--- src/hw/fbus_pkg.sv ---
// Shared constants and types for the fieldbus address check link
package fbus_pkg;
    // Address limits
    localparam logic [7:0] ADDR_UNSET      = 8'hFF;
    localparam logic [7:0] ADDR_MIN        = 8'h02;
    localparam logic [7:0] ADDR_MAX_TOKEN  = 8'h7D;
    localparam logic [7:0] ADDR_MAX_CAN    = 8'h40;
    localparam logic [7:0] ADDR_MAX_SERIAL = 8'h7D;
    localparam logic [7:0] ADDR_MIN_ETH    = 8'h01;
    localparam logic [7:0] ADDR_MAX_ETH    = 8'hFE;

    typedef enum logic [1:0] {
        NET_TOKEN  = 2'h0,
        NET_CAN    = 2'h1,
        NET_SERIAL = 2'h2,
        NET_ETH    = 2'h3
    } net_t;

    // Controller start-up sequence, Gray along DETACH-CHECK-SYNC-RUN
    typedef enum logic [2:0] {
        ST_DETACH = 3'h0,
        ST_CHECK  = 3'h1,
        ST_SYNC   = 3'h3,
        ST_RUN    = 3'h2,
        ST_HALT   = 3'h6
    } ctl_state_t;

    // Motor run codes and bus fault reactions
    localparam logic [1:0] RUN_STOP    = 2'h0;
    localparam logic [1:0] RUN_FWD     = 2'h1;
    localparam logic [1:0] RUN_REV     = 2'h2;
    localparam logic [1:0] REACT_KEEP  = 2'h0;
    localparam logic [1:0] REACT_STOP  = 2'h1;
    localparam logic [1:0] REACT_FWD   = 2'h2;
    localparam logic [1:0] REACT_REV   = 2'h3;

    // Register offsets
    localparam logic [7:0] REG_ADDR    = 8'h00;
    localparam logic [7:0] REG_CONFIG  = 8'h04;
    localparam logic [7:0] REG_CMD     = 8'h08;
    localparam logic [7:0] REG_STATUS  = 8'h0C;
    localparam logic [7:0] REG_PARAM   = 8'h10;

    // Field positions
    localparam int CFG_CHECK   = 0;
    localparam int CFG_LOCK    = 1;
    localparam int CFG_PROFILE = 2;
    localparam int CFG_RETRO   = 3;
    localparam int CMD_FIX     = 0;
    localparam int CMD_RECHECK = 1;
    localparam int PARAM_REACT = 16;

    // Monitoring words
    localparam int         NUM_MON       = 5;
    localparam int         NUM_SRC       = 8;
    localparam logic [2:0] LEN_FULL      = 3'h5;
    localparam logic [2:0] LEN_REDUCED   = 3'h2;
    localparam logic [14:0] MONSEL_RESET = 15'h4688;
endpackage : fbus_pkg

--- src/hw/fbus_link_if.sv ---
// Link between the motor controller and its communication interface
`timescale 1ns/1ps
`default_nettype none
interface fbus_link_if;
    logic                  ci_present;
    logic [7:0]            ci_addr;
    fbus_pkg::net_t        ci_net;
    logic                  ci_ack;
    logic                  ci_bus_fault;
    logic [1:0]            ci_cmd;
    logic                  bp_valid;
    logic [31:0]           bp_data;
    logic [7:0]            ctl_addr;
    logic                  ctl_wr;
    logic                  comm_en;
    logic [4:0][15:0]      cyc_word;
    logic [2:0]            cyc_len;

    modport ctl (
        input  ci_present, ci_addr, ci_net, ci_ack, ci_bus_fault, ci_cmd,
        input  bp_valid, bp_data,
        output ctl_addr, ctl_wr, comm_en, cyc_word, cyc_len
    );
    modport ci (
        output ci_present, ci_addr, ci_net, ci_ack, ci_bus_fault, ci_cmd,
        output bp_valid, bp_data,
        input  ctl_addr, ctl_wr, comm_en, cyc_word, cyc_len
    );
endinterface : fbus_link_if
`default_nettype wire

--- src/hw/fbus_addr_range.sv ---
// Bus address range check per network type
`timescale 1ns/1ps
`default_nettype none
module fbus_addr_range (
    input  wire logic [7:0]     addr,
    input  wire fbus_pkg::net_t net,
    output logic                ok
);
    // Unset code 255 lies outside every range, so it never passes
    always_comb begin
        unique case (net)
            fbus_pkg::NET_TOKEN: begin
                ok = addr >= fbus_pkg::ADDR_MIN
                    && addr <= fbus_pkg::ADDR_MAX_TOKEN;
            end
            fbus_pkg::NET_CAN: begin
                ok = addr >= fbus_pkg::ADDR_MIN
                    && addr <= fbus_pkg::ADDR_MAX_CAN;
            end
            fbus_pkg::NET_SERIAL: begin
                ok = addr >= fbus_pkg::ADDR_MIN
                    && addr <= fbus_pkg::ADDR_MAX_SERIAL;
            end
            fbus_pkg::NET_ETH: begin
                // Identity only, so any host octet short of broadcast
                ok = addr >= fbus_pkg::ADDR_MIN_ETH
                    && addr <= fbus_pkg::ADDR_MAX_ETH;
            end
        endcase
    end
endmodule : fbus_addr_range
`default_nettype wire

--- src/hw/fbus_ctl_end.sv ---
// Motor controller end: address agreement, settings and cyclic data
`timescale 1ns/1ps
`default_nettype none
module fbus_ctl_end (
    input  wire logic                SYS_CLK,
    input  wire logic                ARST_N,
    input  wire logic                PSEL,
    input  wire logic                PENABLE,
    input  wire logic                PWRITE,
    input  wire logic [7:0]          PADDR,
    input  wire logic [31:0]         PWDATA,
    output logic [31:0]              PRDATA,
    output logic                     PREADY,
    output logic                     PSLVERR,
    input  wire logic [7:0][15:0]    MON_SRC,
    fbus_link_if.ctl                 LINK,
    output logic [1:0]               MOTOR_RUN,
    output logic                     COMM_ACTIVE,
    output logic                     ADDR_FAULT,
    output logic                     LOCK_IND,
    output logic                     ADDR_SAVE,
    output logic [7:0]               SAVED_ADDR
);
    typedef struct packed {
        fbus_pkg::ctl_state_t st;
        logic [7:0]           bus_addr;
        logic                 check;
        logic                 lock;
        logic                 profile2;
        logic                 retrofit;
        logic [14:0]          monsel;
        logic [1:0]           react;
        logic                 addr_fault;
        logic                 no_addr;
        logic                 save;
        logic                 wr;
        logic [7:0]           wr_addr;
        logic                 comm;
        logic                 retry;
        logic [1:0]           motor;
        logic [4:0][15:0]     cyc;
        logic [2:0]           cyc_len;
        logic                 ready;
        logic                 slverr;
        logic [31:0]          rdata;
    } ctl_regs_t;

    localparam ctl_regs_t CTL_RESET = '{
        st:       fbus_pkg::ST_DETACH,
        bus_addr: fbus_pkg::ADDR_UNSET,
        monsel:   fbus_pkg::MONSEL_RESET,
        default:  '0};

    ctl_regs_t        r;
    ctl_regs_t        next_r;
    logic             own_ok;
    logic             ci_ok;
    logic             access;
    logic             commit;
    logic             fix;
    logic [4:0][15:0] mon_word;
    logic [2:0]       mon_len;

    // Validity of both addresses against the attached network type
    fbus_addr_range u_own (
        .addr (r.bus_addr),
        .net  (LINK.ci_net),
        .ok   (own_ok)
    );
    fbus_addr_range u_ci (
        .addr (LINK.ci_addr),
        .net  (LINK.ci_net),
        .ok   (ci_ok)
    );

    // Reduced profile keeps only the leading words
    assign mon_len = r.profile2 ? fbus_pkg::LEN_REDUCED
                                : fbus_pkg::LEN_FULL;

    // Per word source select; retrofit forces the fixed legacy order
    for (genvar i = 0; i < fbus_pkg::NUM_MON; i++) begin : g_mon
        logic [2:0] sel;
        assign sel = r.retrofit ? fbus_pkg::MONSEL_RESET[3*i +: 3]
                                : r.monsel[3*i +: 3];
        assign mon_word[i] = (r.comm && 3'(i) < mon_len)
                           ? MON_SRC[sel] : 16'h0000;
    end

    // APB phases: one wait cycle, write lands on the PREADY edge
    assign access = PSEL && PENABLE && !r.ready;
    assign commit = PSEL && PENABLE && r.ready;
    assign fix    = commit && PWRITE && !r.slverr
                    && PADDR == fbus_pkg::REG_CMD
                    && PWDATA[fbus_pkg::CMD_FIX];

    always_comb begin
        next_r       = r;
        next_r.save  = 1'b0;
        next_r.wr    = 1'b0;
        next_r.ready = access;

        // Start-up agreement; every path ends in RUN or HALT
        unique case (r.st)
            fbus_pkg::ST_DETACH: begin
                if (LINK.ci_present) begin
                    next_r.st = fbus_pkg::ST_CHECK;
                end
            end
            fbus_pkg::ST_CHECK: begin
                next_r.addr_fault = 1'b0;
                next_r.no_addr    = 1'b0;
                if (!own_ok && !ci_ok) begin
                    next_r.no_addr = 1'b1;
                    next_r.st      = fbus_pkg::ST_HALT;
                end else if (!ci_ok) begin
                    next_r.wr      = 1'b1;
                    next_r.wr_addr = r.bus_addr;
                    next_r.st      = fbus_pkg::ST_SYNC;
                end else if (!own_ok) begin
                    next_r.bus_addr = LINK.ci_addr;
                    next_r.save     = 1'b1;
                    next_r.st       = fbus_pkg::ST_RUN;
                end else if (r.bus_addr == LINK.ci_addr) begin
                    next_r.st = fbus_pkg::ST_RUN;
                end else if (!r.check) begin
                    next_r.wr      = 1'b1;
                    next_r.wr_addr = r.bus_addr;
                    next_r.st      = fbus_pkg::ST_SYNC;
                end else begin
                    next_r.addr_fault = 1'b1;
                    next_r.st         = fbus_pkg::ST_HALT;
                end
            end
            fbus_pkg::ST_SYNC: begin
                if (LINK.ci_ack) begin
                    next_r.st = fbus_pkg::ST_RUN;
                end
            end
            fbus_pkg::ST_RUN: begin
                next_r.retry = 1'b0;
            end
            fbus_pkg::ST_HALT: begin
                // Operator takes the interface address, both ends keep it
                if (fix && r.addr_fault) begin
                    next_r.bus_addr   = LINK.ci_addr;
                    next_r.save       = 1'b1;
                    next_r.wr         = 1'b1;
                    next_r.wr_addr    = LINK.ci_addr;
                    next_r.addr_fault = 1'b0;
                    next_r.st         = fbus_pkg::ST_SYNC;
                end else if (r.retry) begin
                    next_r.retry = 1'b0;
                    next_r.st    = fbus_pkg::ST_CHECK;
                end
            end
            default: begin
                next_r.st = fbus_pkg::ST_DETACH;
            end
        endcase

        // Losing the interface forces a full recheck on return
        if (!LINK.ci_present) begin
            next_r.st         = fbus_pkg::ST_DETACH;
            next_r.addr_fault = 1'b0;
            next_r.no_addr    = 1'b0;
        end

        // Register answer computed in the first access cycle
        if (access) begin
            next_r.slverr = 1'b0;
            next_r.rdata  = 32'h0000_0000;
            unique case (PADDR)
                fbus_pkg::REG_ADDR: begin
                    next_r.rdata  = {24'h00_0000, r.bus_addr};
                    next_r.slverr = PWRITE && r.lock;
                end
                fbus_pkg::REG_CONFIG: begin
                    next_r.rdata  = {28'h000_0000, r.retrofit,
                                     r.profile2, r.lock, r.check};
                end
                fbus_pkg::REG_CMD: begin
                    next_r.rdata  = 32'h0000_0000;
                end
                fbus_pkg::REG_STATUS: begin
                    next_r.rdata  = {8'h00, LINK.ci_addr, 7'h00,
                                     LINK.ci_bus_fault, LINK.ci_present,
                                     r.lock, r.no_addr, r.addr_fault,
                                     r.comm, r.st};
                end
                fbus_pkg::REG_PARAM: begin
                    next_r.rdata  = {14'h0000, r.react, 1'b0, r.monsel};
                    next_r.slverr = PWRITE && r.lock;
                end
                default: begin
                    next_r.slverr = 1'b1;
                end
            endcase
        end

        // Master-sent block parameters; refused while locked
        if (LINK.bp_valid && !r.lock) begin
            next_r.monsel = LINK.bp_data[14:0];
            next_r.react  = LINK.bp_data[fbus_pkg::PARAM_REACT +: 2];
        end

        // Software writes; placed last so a retry request beats its clear
        if (commit && PWRITE && !r.slverr) begin
            unique case (PADDR)
                fbus_pkg::REG_ADDR: begin
                    next_r.bus_addr = PWDATA[7:0];
                    next_r.retry    = 1'b1;
                end
                fbus_pkg::REG_CONFIG: begin
                    next_r.lock = PWDATA[fbus_pkg::CFG_LOCK];
                    if (!r.lock) begin
                        next_r.check    = PWDATA[fbus_pkg::CFG_CHECK];
                        // Sets the cyclic length and words sent across the link
                        next_r.profile2 = PWDATA[fbus_pkg::CFG_PROFILE];
                        next_r.retrofit = PWDATA[fbus_pkg::CFG_RETRO];
                    end
                end
                fbus_pkg::REG_CMD: begin
                    if (PWDATA[fbus_pkg::CMD_RECHECK]) begin
                        next_r.retry = 1'b1;
                    end
                end
                fbus_pkg::REG_PARAM: begin
                    next_r.monsel = PWDATA[14:0];
                    next_r.react  = PWDATA[fbus_pkg::PARAM_REACT +: 2];
                end
                default: begin
                    next_r.retry = next_r.retry;
                end
            endcase
        end

        // Run command from the master, overridden by bus fault reaction
        if (LINK.ci_bus_fault) begin
            unique case (r.react)
                fbus_pkg::REACT_KEEP: begin
                    next_r.motor = r.motor;
                end
                fbus_pkg::REACT_STOP: begin
                    next_r.motor = fbus_pkg::RUN_STOP;
                end
                fbus_pkg::REACT_FWD: begin
                    if (r.motor == fbus_pkg::RUN_STOP) begin
                        next_r.motor = fbus_pkg::RUN_FWD;
                    end
                end
                fbus_pkg::REACT_REV: begin
                    if (r.motor == fbus_pkg::RUN_STOP) begin
                        next_r.motor = fbus_pkg::RUN_REV;
                    end
                end
            endcase
        end else if (r.comm) begin
            next_r.motor = LINK.ci_cmd;
        end

        // Cyclic exchange only while agreed
        next_r.comm    = next_r.st == fbus_pkg::ST_RUN;
        next_r.cyc     = mon_word;
        next_r.cyc_len = r.comm ? mon_len : 3'h0;
    end

    // State register
    always_ff @(posedge SYS_CLK or negedge ARST_N) begin
        if (!ARST_N) begin
            r <= CTL_RESET;
        end else begin
            r <= next_r;
        end
    end

    assign PRDATA        = r.rdata;
    assign PREADY        = r.ready;
    assign PSLVERR       = r.slverr;
    assign MOTOR_RUN     = r.motor;
    assign COMM_ACTIVE   = r.comm;
    assign ADDR_FAULT    = r.addr_fault;
    assign LOCK_IND      = r.lock;
    assign ADDR_SAVE     = r.save;
    assign SAVED_ADDR    = r.bus_addr;
    assign LINK.ctl_addr = r.wr_addr;
    assign LINK.ctl_wr   = r.wr;
    assign LINK.comm_en  = r.comm;
    assign LINK.cyc_word = r.cyc;
    assign LINK.cyc_len  = r.cyc_len;
endmodule : fbus_ctl_end
`default_nettype wire

--- src/flat_wrapper.sv ---
// flat-port wrapper written by rule: the top's interface ports become plain ports
module fbus_ctl_end_flat 
  (SYS_CLK, ARST_N, PSEL, PENABLE, PWRITE, PADDR, PWDATA, PRDATA, PREADY, PSLVERR, MON_SRC, MOTOR_RUN, COMM_ACTIVE, ADDR_FAULT, LOCK_IND, ADDR_SAVE, SAVED_ADDR, LINK_ci_present, LINK_ci_addr, LINK_ci_net, LINK_ci_ack, LINK_ci_bus_fault, LINK_ci_cmd, LINK_bp_valid, LINK_bp_data, LINK_ctl_addr, LINK_ctl_wr, LINK_comm_en, LINK_cyc_word, LINK_cyc_len);
  fbus_link_if LINK_i ();
  input  wire logic SYS_CLK;
  input  wire logic ARST_N;
  input  wire logic PSEL;
  input  wire logic PENABLE;
  input  wire logic PWRITE;
  input  wire logic [7:0] PADDR;
  input  wire logic [31:0] PWDATA;
  output logic [31:0] PRDATA;
  output logic PREADY;
  output logic PSLVERR;
  input  wire logic [7:0][15:0] MON_SRC;
  output logic [1:0] MOTOR_RUN;
  output logic COMM_ACTIVE;
  output logic ADDR_FAULT;
  output logic LOCK_IND;
  output logic ADDR_SAVE;
  output logic [7:0] SAVED_ADDR;
  input wire logic [$bits(LINK_i.ci_present)-1:0] LINK_ci_present;
  input wire logic [$bits(LINK_i.ci_addr)-1:0] LINK_ci_addr;
  input wire logic [$bits(LINK_i.ci_net)-1:0] LINK_ci_net;
  input wire logic [$bits(LINK_i.ci_ack)-1:0] LINK_ci_ack;
  input wire logic [$bits(LINK_i.ci_bus_fault)-1:0] LINK_ci_bus_fault;
  input wire logic [$bits(LINK_i.ci_cmd)-1:0] LINK_ci_cmd;
  input wire logic [$bits(LINK_i.bp_valid)-1:0] LINK_bp_valid;
  input wire logic [$bits(LINK_i.bp_data)-1:0] LINK_bp_data;
  output wire logic [$bits(LINK_i.ctl_addr)-1:0] LINK_ctl_addr;
  output wire logic [$bits(LINK_i.ctl_wr)-1:0] LINK_ctl_wr;
  output wire logic [$bits(LINK_i.comm_en)-1:0] LINK_comm_en;
  output wire logic [$bits(LINK_i.cyc_word)-1:0] LINK_cyc_word;
  output wire logic [$bits(LINK_i.cyc_len)-1:0] LINK_cyc_len;
  assign LINK_i.ci_present = LINK_ci_present;
  assign LINK_i.ci_addr = LINK_ci_addr;
  assign LINK_i.ci_net = LINK_ci_net;
  assign LINK_i.ci_ack = LINK_ci_ack;
  assign LINK_i.ci_bus_fault = LINK_ci_bus_fault;
  assign LINK_i.ci_cmd = LINK_ci_cmd;
  assign LINK_i.bp_valid = LINK_bp_valid;
  assign LINK_i.bp_data = LINK_bp_data;
  assign LINK_ctl_addr = LINK_i.ctl_addr;
  assign LINK_ctl_wr = LINK_i.ctl_wr;
  assign LINK_comm_en = LINK_i.comm_en;
  assign LINK_cyc_word = LINK_i.cyc_word;
  assign LINK_cyc_len = LINK_i.cyc_len;
  fbus_ctl_end u_core (.SYS_CLK(SYS_CLK), .ARST_N(ARST_N), .PSEL(PSEL), .PENABLE(PENABLE), .PWRITE(PWRITE), .PADDR(PADDR), .PWDATA(PWDATA), .PRDATA(PRDATA), .PREADY(PREADY), .PSLVERR(PSLVERR), .MON_SRC(MON_SRC), .LINK(LINK_i), .MOTOR_RUN(MOTOR_RUN), .COMM_ACTIVE(COMM_ACTIVE), .ADDR_FAULT(ADDR_FAULT), .LOCK_IND(LOCK_IND), .ADDR_SAVE(ADDR_SAVE), .SAVED_ADDR(SAVED_ADDR));
endmodule
--- config.mk ---
export PLATFORM = sky130hd
export DESIGN_NAME = fbus_ctl_end_flat
export DESIGN_NICKNAME = d
export VERILOG_FILES = /design/src/hw/fbus_pkg.sv /design/src/hw/fbus_link_if.sv /design/src/hw/fbus_addr_range.sv /design/src/hw/fbus_ctl_end.sv /design/src/flat_wrapper.sv
export SDC_FILE = /design/constraint.sdc
export NUM_CORES = 1
export LEC_CHECK = 0
export ABC_CLOCK_PERIOD_IN_PS = 2300
export BUFFER_PORTS_ARGS = -buffer_cell sky130_fd_sc_hd__buf_2
export CAP_MARGIN = 20
export CORE_MARGIN = 4
export CORE_UTILIZATION = 48
export CTS_CLUSTER_DIAMETER = 30
export DETAILED_ROUTE_END_ITERATION = 12
export GPL_TIMING_DRIVEN = 0
export PLACE_DENSITY = 0.78
export SYNTH_ARGS = -nofsm -noshare
export SYNTH_HDL_FRONTEND = slang
export SYNTH_SLANG_ARGS = --single-unit
export TNS_END_PERCENT = 20
--- constraint.sdc ---
create_clock -name SYS_CLK -period 2.3 [get_ports SYS_CLK]
set_clock_uncertainty 0.15 [all_clocks]
set_input_delay 0.115 -clock SYS_CLK [delete_from_list [all_inputs] [get_ports SYS_CLK]]
set_output_delay 0.115 -clock SYS_CLK [all_outputs]
set_load 0.02 [all_outputs]
# After elaboration in Yosys (flattened, before gate mapping)
# Cells that the tools add are included.
[classes]
magnitude_cmp = 20
eq_ne = 27
muxes = 77
bitwise_logic = 1
n_reduce_logical = 42
[ops]
columns = ["cell", "n"]
rows = [
  ["16-bit binary-select mux with 3-bit select", 5],
  ["16-bit 2-to-1 mux", 10],
  ["24-bit case mux with 4 select lines", 1],
  ["3-bit 2-to-1 mux", 16],
  ["8-bit 2-to-1 mux", 5],
  ["9-bit 2-to-1 mux", 4],
  ["17-bit 2-to-1 mux", 2],
  ["8-bit by 7-bit less-or-equal comparator with 1-bit output (second input constant)", 4],
  ["29-bit 2-to-1 mux", 1],
  ["1-bit logical AND", 22],
  ["3-bit by 4-bit < comparator with 1-bit output (second input constant)", 5],
  ["10-bit 2-to-1 mux", 2],
  ["10-bit case mux with 2 select lines", 1],
  ["8-bit by 4-bit == test with 1-bit output (second input constant)", 2],
  ["8-bit by 1-bit greater-or-equal comparator with 1-bit output (second input constant)", 2],
  ["8-bit by 2-bit greater-or-equal comparator with 1-bit output (second input constant)", 2],
  ["8-bit less-or-equal comparator (second input constant)", 2],
  ["8-bit case mux with 2 select lines", 1],
  ["3-bit case mux with 5 select lines", 1],
  ["1-bit 2-to-1 mux", 14],
  ["2-bit 2-to-1 mux", 6],
  ["3-bit by 2-bit inequality test with 1-bit output (second input constant)", 4],
  ["3-bit by 2-bit == test with 1-bit output (second input constant)", 3],
  ["2-bit == test (second input constant)", 4],
  ["other kinds (29)", 48],
]
[totals]
register_bits = 165
inputBits = 221
output_inout_bits = 141
elab_cells = 192

# Depth between registers and ports, before layout
[depth]
depth_word = 12
mapped_depth = 9
mapped_depth_nobuf = 6

# Modules after synthesis
# A second synthesis with hierarchy kept.
[hier_totals]
hier_cells = 1223
area_unflattened_um2 = 12274.3
[by_module_without_submodules]
columns = ["mod", "instances", "cells_per_inst", "area_per_inst_um2", "seq_area_each_um2"]
rows = [
  ["fbus_ctl_end", 1, 1199, 12071.6, 3895.0],
  ["fbus_addr_range", 2, 12, 101.3, 0.0],
]

# Worst setup path after synthesis
# No wires, ideal clock.
[synth_path]
kind = "reg2reg"
from = "register u_core.r (netlist bit u_core.PSLVERR)"
to = "register u_core.r (netlist bit u_core.SAVED_ADDR[4])"
setup_time_ns = 0.088
arrival_time_ns = 2.019
required_time_ns = 2.062
setup_slack_ns = 0.043
path_stages_with_launch = 8
n_path_buf = 2
synth_period_minus_slack_ns = 2.257
cell_sequence = "dfrtp_1 -> or3_1 -> buf_2 -> or2_4 -> nand2b_4 -> buf_6 -> a31o_4 -> a221oi_2"
[synth_lines]
columns = ["item", "line_no", "text"]
rows = [
  ["start, declared", "fbus_ctl_end.sv:54", "ctl_regs_t r;"],
  ["start signal, assigned", "fbus_ctl_end.sv:272", "r <= next_r;"],
]

==> implementation parameters <==
Parameter                              Value

Critical path
  Arrival time worst endpoint ... 2.53 ns
  Capturing element type of the critical path ... flop
  Top delay family on crit path ... buffers and inverters
  CP peak stage delay ... 0.48 ns
  Launching element type of the critical path ... flop
  Max Fanout on Critical Path ... 10
  Cells along the critical path ... clkbuf_4, nand2b_1, clkbuf_1, buf_2, nand2_1, a21boi_1
  Buffering stage count on the worst path with inverters included ... 3
  CP max stage cell ... dfrtp_1
  Worst Path Class, Setup ... flop to flop
  Worst Path Required ... 2.48 ns

Pwr
  Static leakage ... 0.00743 uW
  Switching part of the total power ... 36.4%
  Peak supply drop ... 0.594 mV
  Post-layout power ... 11200 uW
  Sequential share of power ... 31.6%
  Internal power of the cells ... 7150 uW
  Fraction of power consumed by combinational cells ... 41.4%
  Part of the total power dissipated in the clock network ... 27.0%
  Pwr Density ... 712 nW/um^2
  Switching power of the nets ... 4090 uW

Clock tree
  Sink Count ... 155
  Clock buffers created by TritonCTS ... 17
  Clock latency at the later pin of the worst-skew pair ... 0.43 ns
  Clk root buf ... clkbuf_16
  Number of levels in the clock H-tree ... 4
  Maximum number of buffers from clock root to sink ... 2
  Register clock-pin slew on the reported worst setup and hold paths ... 0.07 ns
  Clock tree from TritonCTS ... yes

GRT
  Antenna violations before repair ... 16
  Final global-route overflow total ... 0
  First-pass GRT wire length ... 69300 um
  Via count of the first global-routing pass ... 11.9k
  Largest net degree at the start of global routing ... 85
  Total routing usage reported by global routing ... 32.3%

Routing
  DR WL met3 ... 6260 um
  Number of DRC markers after the initial detailed-route iteration ... 1739
  Number of optimization iterations in the first detailed-route pass ... 9
  Routed length on met1 ... 15500 um
  DRC violation count after routing ... 0
  Met2 routed WL ... 22100 um
  Antenna violation net count after detailed routing ... 0
  Final routed wire length divided by cell count ... 24.7 um
  Top routing layer in use ... met5
  Total wire length ... 46700 um
  Vias post-DR ... 11.8k
  Average via count per standard cell ... 6.25

Timing
  Final-report max-slew violation count ... 0
  RSZ-0062 raised after global routing ... true
  Worst rel slew slack ... 44.6%
  Fin crit period ... 2.36 ns
  Slew of the pin with the lowest slew margin ... 0.832 ns
  Hold violation total from the final report ... 0
  Final WS setup ... -0.0569 ns
  Setup Viol. Count Final ... 7
  Portion of the clock cycle consumed by the worst path in the final layout ... 102%
  Highest clock rate ... 424 MHz

Synthesis
  Share of the yosys chip area belonging to registers ... 31.9%
  Prevailing post-synth register cell ... dfrtp_1
  Cell area after synthesis ... 12200 sq um
  Count of flip-flops with a built-in enable after synthesis ... 0
  Fraction of synthesized cell area taken by the top area cell type ... 29.2%
  Ranking of synthesized cells by area ... mux4_2, dfrtp_1, buf_4
  Synth Warn # ... 0
  Share of flip-flops with an asynchronous set or reset ... 100%
  Flop and latch count out of synthesis ... 155
  Post-synthesis area per instance ... 10.8 sq um
  Cell type contributing the most total cell area after synthesis ... mux4_2
  Distinct cell type count of the synthesized netlist ... 63
  Mapped Cells ... 1126

Placement
  Port-buffer cells ... 318
  Final estimated routing congestion in global placement ... 0.968
  Worst setup slack after placement ... -0.562 ns
  HPWL reported at the end of detailed placement ... 33800 um

Floorplanning
  Placeable core area ... 25100 sq um
  Initial standard-cell utilization of the core ... 48.6%
  DIE WIDTH ... 167 um
  Number of primary I/O pins ... 362
  Height of the die ... 167 um
  Floorplan row count ... 58
  Area of the die ... 28000 sq um

Layout
  Synthesis-to-finish area growth ... 29.4%
  Fraction of final layout cells sized beyond drive strength 1 ... 49.9%
  Most common library cell in the layout ignoring fill and taps ... buf_2
  Layout net count ... 1752
  Commonest non-fill, non-tap cells in the layout ... buf_2, nand2_1, mux4_2
  Filler instances ... 2043

Worst hold path
  Class of the worst hold path ... primary input to flop

Run status
  Status ... complete, but fails checks
  Failing checks ... negative setup slack

Run
  Number of max-cap violations ... 0
==> per-layer routing <==
layer / up-vias / GRT usage, %
li1: 4834 / -
met1: 5626 / 39.0
met2: 1102 / 52.9
met3: 238 / 10.3
met4: 6 / 15.6
met5: - / 0
==> power groups by stage <==
stage	Combinational, uW	Clock (uW)	Sequential [uW]
6_report	4650	3030	3550
2_1_floorplan	3020	0	3430
5_1_grt	4900	3150	3580
3_5_place_dp	4340	0	3550
4_1_cts	4460	3040	3530
3_3_place_gp	4260	0	3560
==> path summary, 6_finish.rpt <==
kind                                   start                        to  slack (ns)  depth (start not counted)
max                            u_core.r[150]   u_core.LINK.cyc_word[7]       -0.06                          6
min                                 PADDR[6]            u_core.PSLVERR        0.02                          5
max reg2reg                    u_core.r[150]   u_core.LINK.cyc_word[7]       -0.06                          6
min reg2reg                u_core.PRDATA[22]         u_core.PRDATA[22]        0.33                          2
max in group asynchronous             ARST_N             u_core.r[145]        0.97                          3
min in group asynchronous             ARST_N  u_core.LINK.cyc_word[67]        0.11                          2
==> timing repair <==
action | in CTS | in global routing
pin swaps | 5 | 8
resized for setup | 54 | 43
buffers inserted | 0 | 12
hold endpoints to repair | 126 | 0
setup endpoints to repair | 80 | 88
hold buffers | 51 | 0
==> kinds of logic after synthesis <==
group                  share of synthesized area, %
buffers and inverters                          12.3
AO/OA/AOI/OAI                                  10.3
multiplexers                                   31.6
other                                        0.0308
XOR/XNOR                                      0.575
flip-flops                                     31.9
AND/OR/NAND/NOR                                13.3
==> sequential cells by signal, indices dropped and copies added (netlist names) <==
name                  flops
u_core.r                 25
u_core.PSLVERR            1
u_core.LINK.cyc_word     80
u_core.LINK.ctl_addr      8
u_core.LINK.ctl_wr        1
u_core.LINK.cyc_len       2
u_core.SAVED_ADDR         8
u_core.LOCK_IND           1
u_core.PREADY             1
u_core.ADDR_SAVE          1
u_core.ADDR_FAULT         1
u_core.COMM_ACTIVE        1
u_core.MOTOR_RUN          2
u_core.PRDATA            23
==> stage by stage <==
stage                     area (sq um)  cells  utilization (%)  hold WS (ns)  setup TNS (ns)
after global routing             15800   1885             62.8        0.0476          -0.153
after CTS                        15500   1864             61.8        0.0240               0
after floorplan                  12200   1134                -        -0.331               0
after detailed placement         14300   1783             56.8        0.0176          -26.78
after global placement           14200   1782             56.7         0.191         -221.22
final                            15800   1889             62.9        0.0178          -0.172
==> synth_stat cells, drive strengths merged (9+ instances only) <==
cell type	number
dfrtp	142
clkbuf	49
nand3	10
dfstp	13
o21ai	41
mux4	158
nor3b	33
a21boi	34
buf	177
nor3	17
nor2	70
nand2	165
a221oi	15
inv	24
mux2i	25
a21oi	54
or2	9
nor2b	13
==> final cells by class <==
| type | count | area, sq um | share of cell area, % |
|---|---|---|---|
| multi-input combinational | 729 | 6920 | 43.9 |
| sequential | 155 | 3900 | 24.7 |
| timing repair buffer | 382 | 2260 | 14.3 |
| buffer | 222 | 1540 | 9.76 |
| clock buffer | 19 | 453 | 2.87 |
| tap | 330 | 413 | 2.62 |
| clock inverter | 13 | 165 | 1.05 |
| inverter | 24 | 90.1 | 0.571 |
| antenna | 15 | 37.5 | 0.238 |
==> tightest hold or removal path, stage by stage <==
cell	delay [ns]
buf_2	0.10
nor4_4	0.05
nand2_1	0.10
a311oi_1	0.05
o21ai_0	0.14
Note: power is estimated with default switching activity, not from simulation.
